$ cat config.mk
export PLATFORM = sky130hd
export DESIGN_NAME = autoneg_expansion_status
export DESIGN_NICKNAME = d
export VERILOG_FILES = /design/src/shared/expansion_pkg.sv /design/src/core/sticky_bit.sv /design/src/core/sync2.sv /design/src/core/autoneg_expansion_status.sv
export VERILOG_INCLUDE_DIRS = /design/src /design/src/shared
export SDC_FILE = /design/constraint.sdc
export NUM_CORES = 1
export LEC_CHECK = 0
export BUFFER_PORTS_ARGS = -buffer_cell sky130_fd_sc_hd__buf_2
export CAP_MARGIN = 30
export CORE_UTILIZATION = 41
export CTS_BUF_LIST = sky130_fd_sc_hd__clkbuf_4 sky130_fd_sc_hd__clkbuf_8 sky130_fd_sc_hd__clkbuf_16
export DETAILED_ROUTE_END_ITERATION = 12
export PLACE_DENSITY = 0.93
export RECOVER_POWER = 25
export SYNTH_ARGS = -nofsm -noshare
export SYNTH_HDL_FRONTEND = slang
export SYNTH_SLANG_ARGS = --single-unit
$ cat constraint.sdc
create_clock -name pclk -period 2.6 [get_ports pclk]
set_input_delay 0.39 -clock pclk [delete_from_list [all_inputs] [get_ports pclk]]
set_output_delay 0.39 -clock pclk [all_outputs]
set_load 0.02 [all_outputs]
$ cat src/shared/expansion_defs.svh
// offsets, field positions, reset values and masks of the expansion status register
// assumes an apb slave on pclk, 32-bit data, one aligned word per register
//
// Contract
// - expansion status is 16-bit register at 0x06
// - reserved bits 15:5 always read zero
// - reserved writes pass only while override set
// - bit 4 set on parallel detection fault
// - bit 4 is sticky until read
// - bit 3 mirrors partner next page bit
// - bit 2 reads one, local next page able
// - bit 1 set when new page stored
// - reading register clears page received bit
// - bit 1 is sticky until read
// - bit 0 set once valid bursts received
// - reset value zero except bit 2 one
`ifndef EXPANSION_DEFS_SVH
`define EXPANSION_DEFS_SVH

// register index of the status word; its byte address is four times the index
`define EXP_STATUS_INDEX 8'h06
`define EXP_STATUS_OFFSET 8'h18
`define EXP_IRQ_STATUS_OFFSET 8'h10
`define EXP_IRQ_MASK_OFFSET 8'h14

`define EXP_BIT_PD_FAULT 4
`define EXP_BIT_LP_NP_ABLE 3
`define EXP_BIT_NP_ABLE 2
`define EXP_BIT_PAGE_RX 1
`define EXP_BIT_LP_AN_ABLE 0

`define EXP_STATUS_RESET 16'h0004
`define EXP_RESERVED_MASK 16'hffe0
`define EXP_EVENT_MASK 5'h12

`endif

$ cat src/shared/expansion_pkg.sv
// types shared by the expansion status block
// assumes expansion_defs.svh supplies the numbers
package expansion_pkg;

   // the five live status bits of the register
   typedef struct packed {
      logic pd_fault;
      logic lp_np_able;
      logic np_able;
      logic page_rx;
      logic lp_an_able;
   } status_s;

   // raw event inputs from the negotiation logic
   typedef struct packed {
      logic pd_fault;
      logic lp_np_bit;
      logic page_stored;
      logic flp_valid;
   } event_s;

   typedef enum logic [1:0] {
      apb_idle = 2'b00,
      apb_access = 2'b01
   } apb_phase_e;

endpackage

$ cat src/core/sticky_bit.sv
// one latching-high flag: set by an event, cleared by a read
// assumes event and clear are on pclk; set wins over clear
`timescale 1ns/1ps
`include "expansion_defs.svh"
module sticky_bit (
   input wire logic pclk,
   input wire logic presetn,
   input wire logic set_in,
   input wire logic clear_in,
   output logic flag
);
   logic next_flag;

   ///////////////////////////////////////////////////////////////////
   // set beats clear so an event in the read cycle is kept
   always_comb
   begin
      next_flag = flag;
      if (clear_in)
      begin
         next_flag = 1'b0;
      end
      if (set_in)
      begin
         next_flag = 1'b1;
      end
   end

   always_ff @(posedge pclk or negedge presetn)
   begin
      if (!presetn)
      begin
         flag <= 1'b0;
      end
      else
      begin
         flag <= next_flag;
      end
   end

   AST_STICKY_HOLD: assert property (@(posedge pclk) disable iff (!presetn)
      flag && !clear_in |=> flag)
      else $error("sticky flag dropped without a read");
endmodule // sticky_bit

$ cat src/core/sync2.sv
// two-flop synchroniser for a group of level inputs
// assumes inputs arrive from outside the pclk domain
`timescale 1ns/1ps
module sync2 #(
   parameter int WIDTH = 4
) (
   input wire logic pclk,
   input wire logic presetn,
   input wire logic [WIDTH-1:0] async_in,
   output logic [WIDTH-1:0] sync_out
);
   logic [WIDTH-1:0] stage1;
   logic [WIDTH-1:0] next_stage1;
   logic [WIDTH-1:0] next_sync_out;

   ///////////////////////////////////////////////////////////////////
   // first stage feeds only the second
   always_comb
   begin
      next_stage1 = async_in;
      next_sync_out = stage1;
   end

   always_ff @(posedge pclk or negedge presetn)
   begin
      if (!presetn)
      begin
         stage1 <= '0;
         sync_out <= '0;
      end
      else
      begin
         stage1 <= next_stage1;
         sync_out <= next_sync_out;
      end
   end
endmodule // sync2

$ cat src/core/autoneg_expansion_status.sv
// apb register bank for the negotiation expansion status register
// assumes a single-clock apb master; event inputs come from another domain
`timescale 1ns/1ps
`include "expansion_defs.svh"
module autoneg_expansion_status (
   input wire logic pclk,
   input wire logic presetn,
   input wire logic psel,
   input wire logic penable,
   input wire logic pwrite,
   input wire logic [7:0] paddr,
   input wire logic [31:0] pwdata,
   input wire logic [3:0] pstrb,
   output logic [31:0] prdata,
   output logic pready,
   output logic pslverr,
   input wire logic override_enable,
   input wire logic pd_fault_in,
   input wire logic lp_np_bit_in,
   input wire logic page_stored_in,
   input wire logic flp_valid_in,
   output logic irq
);
   expansion_pkg::event_s ev_raw;
   expansion_pkg::event_s ev;
   expansion_pkg::status_s st;
   logic [3:0] ev_sync;
   logic ovr_sync;
   logic [10:0] reserved;
   logic [10:0] next_reserved;
   logic [4:0] irq_status;
   logic [4:0] next_irq_status;
   logic [4:0] irq_mask;
   logic [4:0] next_irq_mask;
   logic [31:0] next_prdata;
   logic next_pslverr;
   logic access;
   logic wr;
   logic rd;
   logic rd_status;
   logic rd_irq;
   logic pd_flag;
   logic page_flag;
   logic ovr_meta;
   logic next_ovr_meta;
   logic next_ovr_sync;

   // address match used by both read and write paths
   function automatic logic hit(input logic [7:0] a, input logic [7:0] off);
      hit = (a[7:2] == off[7:2]);
   endfunction

   ///////////////////////////////////////////////////////////////////
   // pin inputs pass two flops before use
   assign ev_raw = '{pd_fault: pd_fault_in, lp_np_bit: lp_np_bit_in,
                     page_stored: page_stored_in, flp_valid: flp_valid_in};

   sync2 #(.WIDTH(4)) u_sync (
      .pclk(pclk),
      .presetn(presetn),
      .async_in(ev_raw),
      .sync_out(ev_sync)
   );
   assign ev = ev_sync;

   // override bit lives in another register, so it is a pin here
   always_comb
   begin
      next_ovr_meta = override_enable;
      next_ovr_sync = ovr_meta;
   end

   always_ff @(posedge pclk or negedge presetn)
   begin
      if (!presetn)
      begin
         ovr_meta <= 1'b0;
         ovr_sync <= 1'b0;
      end
      else
      begin
         ovr_meta <= next_ovr_meta;
         ovr_sync <= next_ovr_sync;
      end
   end

   ///////////////////////////////////////////////////////////////////
   // apb decode: zero wait states, access phase completes at once
   assign access = psel && penable;
   assign wr = access && pwrite;
   assign rd = access && !pwrite;
   assign rd_status = rd && hit(paddr, `EXP_STATUS_OFFSET);
   assign rd_irq = rd && hit(paddr, `EXP_IRQ_STATUS_OFFSET);
   assign pready = 1'b1;

   ///////////////////////////////////////////////////////////////////
   // latching-high bits, cleared by a read of the status register
   sticky_bit u_pd (
      .pclk(pclk),
      .presetn(presetn),
      .set_in(ev.pd_fault),
      .clear_in(rd_status),
      .flag(pd_flag)
   );

   sticky_bit u_page (
      .pclk(pclk),
      .presetn(presetn),
      .set_in(ev.page_stored),
      .clear_in(rd_status),
      .flag(page_flag)
   );

   // sticky bits show event or latched value, so a read re-tracks the level
   assign st.pd_fault = pd_flag || ev.pd_fault;
   assign st.page_rx = page_flag || ev.page_stored;
   assign st.lp_np_able = ev.lp_np_bit;
   assign st.np_able = 1'b1;
   assign st.lp_an_able = ev.flp_valid;

   ///////////////////////////////////////////////////////////////////
   // reserved storage: writable only under override, never read back
   always_comb
   begin
      next_reserved = reserved;
      if (wr && hit(paddr, `EXP_STATUS_OFFSET) && ovr_sync && pstrb[1] && pstrb[0])
      begin
         next_reserved = pwdata[15:5];
      end
   end

   always_ff @(posedge pclk or negedge presetn)
   begin
      if (!presetn)
      begin
         reserved <= '0;
      end
      else
      begin
         reserved <= next_reserved;
      end
   end

   ///////////////////////////////////////////////////////////////////
   // interrupt status and mask: events set, read clears, set wins
   always_comb
   begin
      next_irq_status = irq_status;
      next_irq_mask = irq_mask;
      if (rd_irq)
      begin
         next_irq_status = '0;
      end
      next_irq_status[`EXP_BIT_PD_FAULT] = next_irq_status[`EXP_BIT_PD_FAULT] | ev.pd_fault;
      next_irq_status[`EXP_BIT_PAGE_RX] = next_irq_status[`EXP_BIT_PAGE_RX] | ev.page_stored;
      if (wr && hit(paddr, `EXP_IRQ_MASK_OFFSET) && pstrb[0])
      begin
         next_irq_mask = pwdata[4:0] & `EXP_EVENT_MASK;
      end
   end

   always_ff @(posedge pclk or negedge presetn)
   begin
      if (!presetn)
      begin
         irq_status <= '0;
         irq_mask <= '0;
      end
      else
      begin
         irq_status <= next_irq_status;
         irq_mask <= next_irq_mask;
      end
   end

   assign irq = |(irq_status & irq_mask);

   ///////////////////////////////////////////////////////////////////
   // read mux; unmapped addresses read zero with pslverr
   always_comb
   begin
      next_prdata = '0;
      next_pslverr = 1'b0;
      if (psel && !penable)
      begin
         if (hit(paddr, `EXP_STATUS_OFFSET))
         begin
            next_prdata = {16'h0000, 11'h000, st};
         end
         else if (hit(paddr, `EXP_IRQ_STATUS_OFFSET))
         begin
            next_prdata = {27'h0000000, next_irq_status}; // an event in setup shows in the read data before the clear
         end
         else if (hit(paddr, `EXP_IRQ_MASK_OFFSET))
         begin
            next_prdata = {27'h0000000, irq_mask};
         end
         else
         begin
            next_pslverr = 1'b1;
         end
      end
      else
      begin
         next_prdata = prdata;
         next_pslverr = pslverr;
      end
   end

   // data captured in setup so the access phase answers with no wait
   always_ff @(posedge pclk or negedge presetn)
   begin
      if (!presetn)
      begin
         prdata <= '0;
         pslverr <= 1'b0;
      end
      else
      begin
         prdata <= next_prdata;
         pslverr <= next_pslverr;
      end
   end

   ///////////////////////////////////////////////////////////////////
   AST_RES_ZERO: assert property (@(posedge pclk) disable iff (!presetn)
      rd_status |-> prdata[15:5] == 11'h000)
      else $error("reserved bits read nonzero");

   AST_NP_ABLE: assert property (@(posedge pclk) disable iff (!presetn)
      rd_status |-> prdata[`EXP_BIT_NP_ABLE])
      else $error("local next page able not one");

   AST_OVR_BLOCK: assert property (@(posedge pclk) disable iff (!presetn)
      !ovr_sync |=> $stable(reserved))
      else $error("reserved bits changed without override");

   AST_PD_SET: assert property (@(posedge pclk) disable iff (!presetn)
      ev.pd_fault |=> pd_flag)
      else $error("fault did not latch");

   AST_PAGE_CLR: assert property (@(posedge pclk) disable iff (!presetn)
      rd_status && !ev.page_stored |=> !page_flag)
      else $error("page flag not cleared by read");

   AST_PAGE_SET: assert property (@(posedge pclk) disable iff (!presetn)
      ev.page_stored |=> page_flag [*1] ##0 st.page_rx)
      else $error("page received not set");

   AST_LP_NP: assert property (@(posedge pclk) disable iff (!presetn)
      st.lp_np_able == ev_sync[2])
      else $error("partner next page bit mismatch");

   AST_AN_ABLE: assert property (@(posedge pclk) disable iff (!presetn)
      $rose(ev_sync[0]) |-> st.lp_an_able)
      else $error("partner negotiation able not set");

   AST_RESET_VAL: assert property (@(posedge pclk)
      $rose(presetn) |-> reserved == 11'h000 && !pd_flag && !page_flag)
      else $error("bad reset value");

   AST_STICKY_LVL: assert property (@(posedge pclk) disable iff (!presetn)
      pd_flag && !rd_status |=> st.pd_fault)
      else $error("fault bit not sticky");

   AST_PAGE_STICKY: assert property (@(posedge pclk) disable iff (!presetn)
      page_flag && !rd_status |=> st.page_rx)
      else $error("page bit not sticky");

   AST_PD_CLR: assert property (@(posedge pclk) disable iff (!presetn)
      rd_status && !ev.pd_fault |=> !pd_flag)
      else $error("fault flag not cleared by read");

   AST_PD_LIVE: assert property (@(posedge pclk) disable iff (!presetn)
      !pd_flag |-> st.pd_fault == ev.pd_fault)
      else $error("fault bit does not follow the event");

   AST_PAGE_LIVE: assert property (@(posedge pclk) disable iff (!presetn)
      !page_flag |-> st.page_rx == ev.page_stored)
      else $error("page bit does not follow the event");

   AST_AN_LOW: assert property (@(posedge pclk) disable iff (!presetn)
      !ev_sync[0] |-> !st.lp_an_able)
      else $error("partner negotiation able set without bursts");

   AST_STATUS_UPPER: assert property (@(posedge pclk) disable iff (!presetn)
      rd_status |-> prdata[31:16] == 16'h0000)
      else $error("status word wider than 16 bits");

   AST_STATUS_OK: assert property (@(posedge pclk) disable iff (!presetn)
      rd_status |-> !pslverr)
      else $error("status read flagged as error");

   AST_RES_PASS: assert property (@(posedge pclk) disable iff (!presetn)
      wr && hit(paddr, `EXP_STATUS_OFFSET) && ovr_sync && pstrb[1] && pstrb[0]
      |=> reserved == $past(pwdata[15:5]))
      else $error("reserved write lost under override");

   AST_PD_CAPTURE: assert property (@(posedge pclk) disable iff (!presetn)
      psel && !penable && hit(paddr, `EXP_STATUS_OFFSET) && ev.pd_fault
      |=> prdata[`EXP_BIT_PD_FAULT])
      else $error("fault missing from read data");

   AST_PAGE_CAPTURE: assert property (@(posedge pclk) disable iff (!presetn)
      psel && !penable && hit(paddr, `EXP_STATUS_OFFSET) && ev.page_stored
      |=> prdata[`EXP_BIT_PAGE_RX])
      else $error("page received missing from read data");

   AST_LP_NP_READ: assert property (@(posedge pclk) disable iff (!presetn)
      psel && !penable && hit(paddr, `EXP_STATUS_OFFSET)
      |=> prdata[`EXP_BIT_LP_NP_ABLE] == $past(ev.lp_np_bit))
      else $error("partner next page bit wrong in read data");
endmodule // autoneg_expansion_status

Yosys cells after proc, flatten, opt, wreduce, memory -nomap -nowiden --
Index checks and enable logic that the tools add are counted.
Storage, ports and cells: flip-flop bits (word level) 50, output and inout bits 35, input bits 54
Operators by class: equality and inequality tests 3, reduce and logical (&&, ||, !) cells 15, mux-type cells 10, bitwise gates (word level) 3
Operators by type and width (count):
- 5-bit two-way mux | 4
- 6-bit by 3-bit == test with 1-bit output (second input constant) | 3
- 1-bit logical AND | 8
- 1-bit two-way mux | 6
- 5-bit AND | 1
- 5-bit OR reduction | 1
- 2-bit nonzero test | 2
- 1-bit zero test | 2
- 1-bit logical OR | 2
- 1-bit bitwise OR | 2

Logic depth before layout (Yosys ltp) --
Gate-level depths: netlist of run 1.
depth in word-level cells 7, depth in mapped cells 4, gate-level depth less buffers 3

Cells and area by module --
A second synthesis of run 1 with hierarchy kept.
Unflattened totals: cells, all modules 105, area total of the unflattened synthesis 1119.8 µm²
Modules (own cells, without submodules):
- autoneg_expansion_status | times used 1, area an instance 847.1 µm², cells an instance 91
- sync2 | times used 1, area an instance 200.2 µm², cells an instance 8
- sticky_bit | times used 2, area an instance 36.3 µm², cells an instance 3

Least setup slack after synthesis of run 1 --
Ideal clock, no wire load.
kind input to register, from in paddr[5], to reg irq_mask[1], arrival 1464 ps, library setup time 125 ps, cell stages on the path 3, path buffers 0, path slack 1011 ps, cell sequence or4b_4 nor3_2 mux2_2
On the way: longest elaborated chain between the ends 3
RTL lines:
- from (decl) | RTL line autoneg_expansion_status.sv:11 | input wire logic [7:0] paddr,
- 6-bit by 3-bit == test with 1-bit output | RTL line autoneg_expansion_status.sv:50 | hit = (a[7:2] == off[7:2]);
- 1-bit logical AND (2 in series) | RTL line autoneg_expansion_status.sv:156 | if (wr && hit(paddr, `EXP_IRQ_MASK_OFFSET) && pstrb[0])
- to (signal assigned) | RTL line autoneg_expansion_status.sv:172 | irq_mask <= next_irq_mask;
- to (decl) | RTL line autoneg_expansion_status.sv:33 | logic [4:0] irq_mask;
Every way passes these cells. A chain may end at the register's enable or synchronous reset.

Worst setup path in the final report of run 1 --
from reg irq_mask[1], to out irq
On the way: longest elaborated chain between the ends 2
RTL lines:
- 5-bit AND | RTL line autoneg_expansion_status.sv:176 | assign irq = |(irq_status & irq_mask);
- 5-bit OR reduction | RTL line autoneg_expansion_status.sv:176
- to (decl) | RTL line autoneg_expansion_status.sv:22 | output logic irq
Every way passes these cells.

==> results of run 1 <==
## state kept, by name, indices dropped and copies added, names as in the netlist
register,cells
irq_mask,2
irq_status,5
pslverr,1
u_sync.sync_out,4
u_page.flag,1
prdata,5
u_sync.next_sync_out,4
u_pd.flag,1
## logic make-up after synthesis
logic type,count (synthesis),synth area share
buffers and inverters,31,0.1978
AND/OR/NAND/NOR,26,0.1363
flip-flops,23,0.5140
AO/OA/AOI/OAI,19,0.1251
multiplexers,2,0.02011
other,2,0.006706
## worst min-delay path by stage
stage / startpoint / slack, ps / to / depth (start not counted)
2_1_floorplan: presetn / 90 / irq_mask[1] / 0
3_3_place_gp: u_sync.next_sync_out[2] / 330 / u_sync.sync_out[2] / 0
3_5_place_dp: u_sync.next_sync_out[1] / 330 / u_sync.sync_out[1] / 0
4_1_cts: presetn / 30 / u_sync.next_sync_out[1] / 1
5_1_grt: pd_fault_in / 150 / u_sync.next_sync_out[3] / 1
6_report: page_stored_in / 170 / u_sync.next_sync_out[1] / 1
## power groups by stage
stage          registers [mW]  logic [mW]  clock network, mW
2_1_floorplan           0.384      0.0871                  0
3_3_place_gp            0.380      0.0862                  0
3_5_place_dp            0.381      0.0884                  0
4_1_cts                 0.373      0.0885              0.168
5_1_grt                 0.375      0.0997              0.181
6_report                0.373      0.0884              0.159
## final cells by class
type                    instances  area [sq um]  area share
flip-flops and latches         23         575.6      0.4863
multi-input cells              75         420.4      0.3552
repair buffers                 24         118.9      0.1004
well taps                      30         37.54     0.03171
clock buffers                   3         22.52     0.01903
clock inverters                 1         5.005    0.004228
inverters                       1         3.754    0.003171
## metal layers
layer,vias to the layer above,wire (microns),global-route usage,part of all wire
met5,-,0,0,0
li1,345,-,-,-
met2,59,779,0.2053,0.44
met3,4,193,0.03333,0.11
met4,0,22,0.07692,0.013
met1,346,765,0.1646,0.43
## cell usage in the layout (no fill, tap or decap), types with 2 or more instances in the layout
cell type,synthesis,layout
a22oi_1,2,2
buf_2,0,23
mux2_2,2,2
a21o_1,5,5
and2_1,3,3
o21ai_0,3,3
conb_1,2,28
nor2b_1,3,3
nand2_1,8,8
nand3_1,2,2
dfrtp_1,23,23
nor2_1,3,3
clkbuf_4,0,3
## metrics by stage
| stage | worst slack [ps] | hold WS [ps] |
|---|---|---|
| floorplan | 1011 | 94.41 |
| global placement | 838.4 | 331.4 |
| detailed placement | 816.0 | 334.7 |
| CTS | 1084 | 29.72 |
| global route | 1024 | 147.7 |
| finish | 1100 | 171.3 |
==> impl_metrics.ini, run 1 <==
[status]
status = finished clean

[logic_synthesis]
ys_top_cells_by_area = dfrtp_1 51%, buf_4 19%, a21o_1 3.4%
synth_common_cells = 28 x buf_4, 23 x dfrtp_1, 8 x nand2_1
synth.distinct_cells = 30
syn_avg_cell_area_sq_um = 10.87
synth_top_area_frac = 0.5140
yosysTopAreaCell = dfrtp_1
synthArstFlopShare = 1.000
synth_enable_flop_cells = 0
yosysMostFrequentCell = buf_4
synth_seq_cells = 23
seq_area_frac_synth = 0.5140
netlist_area_sq_um = 1120
synthFlopType = dfrtp_1
syn_inst = 103
yosysWarnings = 0

[floorplanning]
die_h_microns = 54.26
num_rows = 18
die_w_microns = 54.26
initial_core_util = 0.4439
io_pins = 89
core_region_area_sq_um = 2522
die_area_sq_um = 2944

[clocking]
cts_buffer_depth = 2
numCtsBuffers = 3
root_buffer = clkbuf_4
cts_setup_buffers = 0
cts_max_level = 1
cts.clk_slew.worst_paths_ps = 130
cts_tree = built
holdBufCountCts = 0
cts_resized = 0
clock_sinks = 23
clk-insertion-delay-late_ps = 310

[timing]
setup_violations = 0
max_freq_ghz = 0.6668
maxSlewHeadroom = 0.2161
slew_violations = 0
skew_ps = 17.34
hold_viol_final = 0
rsz0062_at_grt = false
post-route-period-util = 0.5768
fin_tns_setup_ps = 0
fin_crit_ps = 1500
worst_pin_slew_ps = 1176

[power_and_ir_drop]
power_mw = 0.6205
p_seq_frac = 0.602
power.density_nw_per_um2 = 524.2
switching_share = 0.2802
p_int_mw = 0.4467
p_comb_frac = 0.142
leakage_nw = 0.5843
peakVddDrop_mv = 0.3413
clock_power_share = 0.256
p_switching_mw = 0.1739

[setup_path]
rrSetupSlack_ps = 1560
r2r-start = irq_status[1]
critPathBufInv = 1
crit_fanout = 3
crit-reg2reg-capture = prdata[1]
end_kind = output pin
slowest_delay_ps = 420
slowest_stage = dfrtp_1
r2r_cells = 2
crit_family = flip-flops
crit_required_ps = 2210
crit_type = reg -> out
cp.arrival_ps = 1110
critical_path_depth = 2
startpoint = irq_mask[1]
timing.critical_path.cells = a22o_1, buf_2
start_kind = flip-flop
crit_end = irq

[grt]
antenna_found_initial = 0
grt_max_degree = 24
grt_first_pass_wirelength_mm = 2.704
grt_overflow = 0
first_global_vias = 641
groute.usage.overall = 0.1317

[placed_design]
hpwl_mm = 1.375
gp_congestion = 0.8149
post_dp_cell_area_sq_um = 1157
io_buffer_count = 24
dp.cells = 153

[drt]
drc = 0
num_vias = 754
drt_first_pass_iters = 4
first_iter_violations = 15
wl_per_cell_microns = 11.21
ant_nets = 0
routed_wl_mm = 1.760
routed_via_density = 4.803

[cells_and_area]
antenna_cells = 0
drive_gt1_frac = 0.2441
nets = 182
fin_area_sq_um = 1184
syn_to_final_growth_pct = 5.699
final_util = 0.4692
stdcell_count = 157
num-fill-cells = 251

[job]
maxCapViolCount = 0

[min_path]
hold_path_class = in -> reg
No activity file was read; power rests on OpenSTA's default activity.
==> run 2: changes to the inputs <==
--- a/config.mk
+++ b/config.mk
@@ -8,10 +8,10 @@
 export LEC_CHECK = 0
 export BUFFER_PORTS_ARGS = -buffer_cell sky130_fd_sc_hd__buf_2
 export CAP_MARGIN = 30
-export CORE_UTILIZATION = 41
+export CORE_UTILIZATION = 38
 export CTS_BUF_LIST = sky130_fd_sc_hd__clkbuf_4 sky130_fd_sc_hd__clkbuf_8 sky130_fd_sc_hd__clkbuf_16
 export DETAILED_ROUTE_END_ITERATION = 12
-export PLACE_DENSITY = 0.93
+export PLACE_DENSITY = 0.88
 export RECOVER_POWER = 25
 export SYNTH_ARGS = -nofsm -noshare
 export SYNTH_HDL_FRONTEND = slang
==> constraint.sdc (replaced) <==
create_clock -name pclk -period 1.46 [get_ports pclk]
set_input_delay 0.219 -clock pclk [delete_from_list [all_inputs] [get_ports pclk]]
set_output_delay 0.219 -clock pclk [all_outputs]
set_load 0.02 [all_outputs]
==> run 2 against run 1 <==
Compared with the run above:
- count of clock-buffer cells in the layout increased by 1
- first-iteration DRC count increased by 150%
- clock power increased by 95%
- via count increased by 3.2%
- setup slack got worse by 970 ps
- power increased by 85%
- sequential share of layout area decreased by 2.7 points
- die area increased by 7.6%
- routed wire length increased by 4.4%
- largest power group unchanged
- highest routed layer unchanged
==> impl_metrics.ini, run 2 (same netlist as run 1, synthesis figures left out) <==
[clocking]
clock_sinks = 23
cts_setup_buffers = 0
root_buffer = clkbuf_4
clk-insertion-delay-late_ps = 310
cts.clk_slew.worst_paths_ps = 110
cts_buffer_depth = 2
cts_tree = built
cts_max_level = 1
numCtsBuffers = 3

[grt]
grt_overflow = 0
first_global_vias = 700
grt_first_pass_wirelength_mm = 3.042
groute.usage.overall = 0.1276
antenna_found_initial = 0
grt_max_degree = 24

[drt]
routed_via_density = 4.715
routed_wl_mm = 1.837
drt_first_pass_iters = 6
wl_per_cell_microns = 11.13
num_vias = 778
ant_nets = 0
first_iter_violations = 37
drc = 0

[power_and_ir_drop]
p_comb_frac = 0.149
p_int_mw = 0.8294
peakVddDrop_mv = 0.5402
p_seq_frac = 0.580
power.density_nw_per_um2 = 913.2
leakage_nw = 0.6185
switching_share = 0.2755
clock_power_share = 0.271
p_switching_mw = 0.3154
power_mw = 1.145

[min_path]
min_to = irq_mask[1]
worstHoldPathCells = 2
hp-start = pwdata[1]
hold_path_class = in -> reg

[timing]
skew_ps = 4.250
fin_crit_ps = 1332
hold_viol_final = 0
maxSlewHeadroom = 0.6424
rsz0062_at_grt = false
post-route-period-util = 0.9124
max_freq_ghz = 0.7507
worst_pin_slew_ps = 536.4
setup_violations = 0
slew_violations = 0

[cells_and_area]
final_util = 0.4507
antenna_cells = 0
stdcell_count = 165
mostFrequentLayoutCell = conb_1
nets = 189
syn_to_final_growth_pct = 11.96
mostFrequentLayoutCells = 28 x conb_1, 23 x buf_2, 23 x dfrtp_1
num-fill-cells = 264
top_regs = irq_status x5, prdata x5
drive_gt1_frac = 0.2537

[job]
maxCapViolCount = 0

[placed_design]
hpwl_mm = 1.405
gp_congestion = 0.8072
io_buffer_count = 24
dp.cells = 156

[setup_path]
crit-reg2reg-capture = prdata[1]
crit_type = reg -> out
r2r_cells = 2
crit_required_ps = 1240
start_kind = flip-flop
rrSetupSlack_ps = 380
r2r-start = irq_status[1]
cp.arrival_ps = 1110
crit_fanout = 3
end_kind = output pin

[floorplanning]
io_pins = 89
die_w_microns = 56.29
die_h_microns = 56.29
num_rows = 19
die_area_sq_um = 3168
initial_core_util = 0.4026
core_region_area_sq_um = 2781

[status]
status = finished clean
run 2: final cells by class:
| class | count | area (sq um) | share of cell area |
|---|---|---|---|
| clock buffer | 4 | 30.03 | 0.02395 |
| inverter | 1 | 3.754 | 0.002994 |
| multi-input combinational | 75 | 420.4 | 0.3353 |
| sequential | 23 | 575.6 | 0.4591 |
| timing repair buffer | 31 | 185.2 | 0.1477 |
| tap | 31 | 38.79 | 0.03094 |
run 2: worst max path at each step:
| stage | from | end | slack [ps] | cells after the start |
|---|---|---|---|---|
| after global placement | paddr[5] | irq_mask[4] | -120 | 4 |
| after global routing | irq_mask[1] | irq | 70 | 2 |
| after CTS | irq_mask[1] | irq | 120 | 2 |
| final | irq_mask[1] | irq | 130 | 2 |
| after floorplan | paddr[5] | irq_mask[1] | 40 | 3 |
| after detailed placement | paddr[5] | irq_mask[4] | -150 | 4 |
run 2: worst max-delay path, stage by stage (launching register included):
cell,delay [ps]
dfrtp_1,410
a22o_1,240
buf_2,150
run 2: repair_timing:
action,in CTS,in global routing
hold endpoints to repair,27,0
hold buffers,5,0
resized for setup,0,0
run 2: per-layer routing:
metal,global-route usage,wire length [microns],vias to the layer above
li1,-,-,359
met1,0.1654,753,348
met2,0.1888,827,66
met3,0.03917,208,5
met4,0.07317,47,0
met5,0,0,-
run 2: through the flow:
step | instance area, sq um | hold slack [ps] | setup TNS (ps) | setup WS [ps]
5_1_grt | 1254 | 124.0 | 0 | 70.09
4_1_cts | 1254 | 124.5 | 0 | 115.5
2_1_floorplan | 1217 | -76.59 | 0 | 42.27
6_report | 1254 | 135.2 | 0 | 127.9
3_3_place_gp | 1174 | 195.8 | -239.5 | -120.0
3_5_place_dp | 1174 | 214.3 | -297.4 | -145.7
run 2: power by group through the flow:
stage               Sequential (mW)  Combinational, mW  Clock (mW)
CTS                           0.665              0.170       0.318
floorplan                     0.683              0.155           0
global placement              0.676              0.156           0
detailed placement            0.677              0.160           0
global route                  0.667              0.187       0.347
finish                        0.665              0.171       0.310
==> run 3: changes to the inputs <==
--- a/config.mk
+++ b/config.mk
@@ -8,11 +8,13 @@
 export LEC_CHECK = 0
 export BUFFER_PORTS_ARGS = -buffer_cell sky130_fd_sc_hd__buf_2
 export CAP_MARGIN = 30
+export CORE_MARGIN = 2
 export CORE_UTILIZATION = 38
 export CTS_BUF_LIST = sky130_fd_sc_hd__clkbuf_4 sky130_fd_sc_hd__clkbuf_8 sky130_fd_sc_hd__clkbuf_16
 export DETAILED_ROUTE_END_ITERATION = 12
 export PLACE_DENSITY = 0.88
 export RECOVER_POWER = 25
+export SKIP_LAST_GASP = 1
 export SYNTH_ARGS = -nofsm -noshare
 export SYNTH_HDL_FRONTEND = slang
 export SYNTH_SLANG_ARGS = --single-unit
==> run 3 against run 2 <==
Compared with the run above:
- core utilization shrank 0.090 points
- first-iteration DRC count is 43% lower
- routed wire length increased by 6.1%
- cell count stayed put
- clock skew decreased by 3.4 ps
- hold slack got worse by 6.6 ps
- power shrank 1.6%
- maximum frequency fell by 1.1%
- setup slack got worse by 15 ps
- flip-flop and latch count unchanged
- critical endpoint unchanged
- largest power group unchanged
- highest routed layer unchanged
==> impl_metrics.ini, run 3 (same netlist as run 1, synthesis figures left out) <==
[floorplanning]
die_w_microns = 58.29
core_region_area_sq_um = 2781
io_pins = 89
num_rows = 19
die_h_microns = 58.29
die_area_sq_um = 3397
initial_core_util = 0.4026

[power_and_ir_drop]
power.density_nw_per_um2 = 900.8
leakage_nw = 0.6178
peakVddDrop_mv = 0.5342

[cells_and_area]
multi_input_comb_area_sq_um = 420.4
mostFrequentLayoutCell = conb_1
syn_to_final_growth_pct = 11.73
drive_gt1_frac = 0.2537
nets = 189
mostFrequentLayoutCells = 28 x conb_1, 23 x buf_2, 23 x dfrtp_1
final_util = 0.4498
ff_latch_area_sq_um = 575.6
antenna_cells = 0
top_regs = irq_status x5, prdata x5
num-fill-cells = 268

[clocking]
cts_buffer_depth = 2
root_buffer = clkbuf_4
cts.clk_slew.worst_paths_ps = 120
numCtsBuffers = 3
cts_tree = built
clk-insertion-delay-late_ps = 310
cts_max_level = 1
cts_resized = 0
clock_sinks = 23

[drt]
routed_via_density = 4.830
routed_wl_mm = 1.949
first_iter_violations = 21
ant_nets = 0
drt_first_pass_iters = 4
wl_per_cell_microns = 11.81
drc = 0
num_vias = 797

[setup_path]
crit_fanout = 3
cp.arrival_ps = 1130
start_kind = flip-flop
crit_required_ps = 1240
end_kind = output pin
critPathBufInv = 1
timing.critical_path.cells = a22o_1, buf_2
crit_family = flip-flops
crit_type = reg -> out
slowest_stage = dfrtp_1
slowest_delay_ps = 420

[timing]
slew_violations = 0
setup_violations = 0
skew_ps = 0.8623
rsz0062_at_grt = false
holdWs_ps = 128.6
max_freq_ghz = 0.7424
post-route-period-util = 0.9226
worst_pin_slew_ps = 548.0
hold_viol_final = 0
fin_crit_ps = 1347
maxSlewHeadroom = 0.6347

[job]
maxCapViolCount = 0

[grt]
groute.usage.overall = 0.1214
grt_max_degree = 24
grt_first_pass_wirelength_mm = 3.008
antenna_found_initial = 0
grt_overflow = 0
first_global_vias = 731

[status]
status = finished clean

[min_path]
hold_path_class = in -> reg

[placed_design]
io_buffer_count = 24
gp_congestion = 0.8623
hpwl_mm = 1.557
run 3: cell count changes in the layout (fill, tap and decap cells not counted):
cell      before  now
clkbuf_4       4    3
clkinv_2       0    1
run 3: area by class of cell:
cell class | count | area share
Clock buffer | 3 | 0.01800
Clock inverter | 1 | 0.004000
Inverter | 1 | 0.003000
Multi-Input combinational cell | 75 | 0.3360
Sequential cell | 23 | 0.4600
Tap cell | 31 | 0.03100
Timing Repair Buffer | 31 | 0.1480
run 3: worst paths after layout:
kind	from	slack, ps	endpoint	depth (start not counted)
worst max-delay path	irq_mask[1]	110	irq	2
worst min-delay path	pwdata[1]	130	irq_mask[1]	2
worst max register to register	irq_status[1]	390	prdata[1]	2
worst min register to register	u_sync.next_sync_out[1]	360	u_sync.sync_out[1]	0
max in group asynchronous	presetn	690	prdata[3]	2
min in group asynchronous	presetn	400	u_sync.next_sync_out[1]	2
run 3: timing repair:
item                                   4_1_cts  5_1_grt
setup buffers                                0        0
setup endpoints to repair                    0        0
hold buffers                                 5        0
endpoints found under the hold margin       27        0
run 3: per-layer routing:
metal,wire [microns],GRT usage
met2,911,0.2087
met1,768,0.1288
met3,217,0.04018
met4,51,0.06977
met5,0,0
run 3: worst register-to-register path: stages, from the launching register on:
cell and delay, ps:
dfrtp_1 420, a2111oi_0 430, o31ai_1 110
run 3: report_power, final:
group	internal [mW]	switching [mW]	total, mW
clock	0.102	0.188	0.290
combinational	0.0485	0.123	0.171
sequential	0.656	0.00998	0.666
run 3: through the flow:
step	setup WS (ps)	total power, mW	cells	setup TNS (ps)	instance area, sq um
after floorplan	42.27	0.8383	129	0	1217
after global placement	-118.3	0.8326	156	-236.0	1174
after detailed placement	-143.8	0.8393	156	-277.8	1174
after CTS	102.3	1.140	165	0	1251
after global routing	70.28	1.186	165	0	1251
final	113.0	1.127	165	0	1251
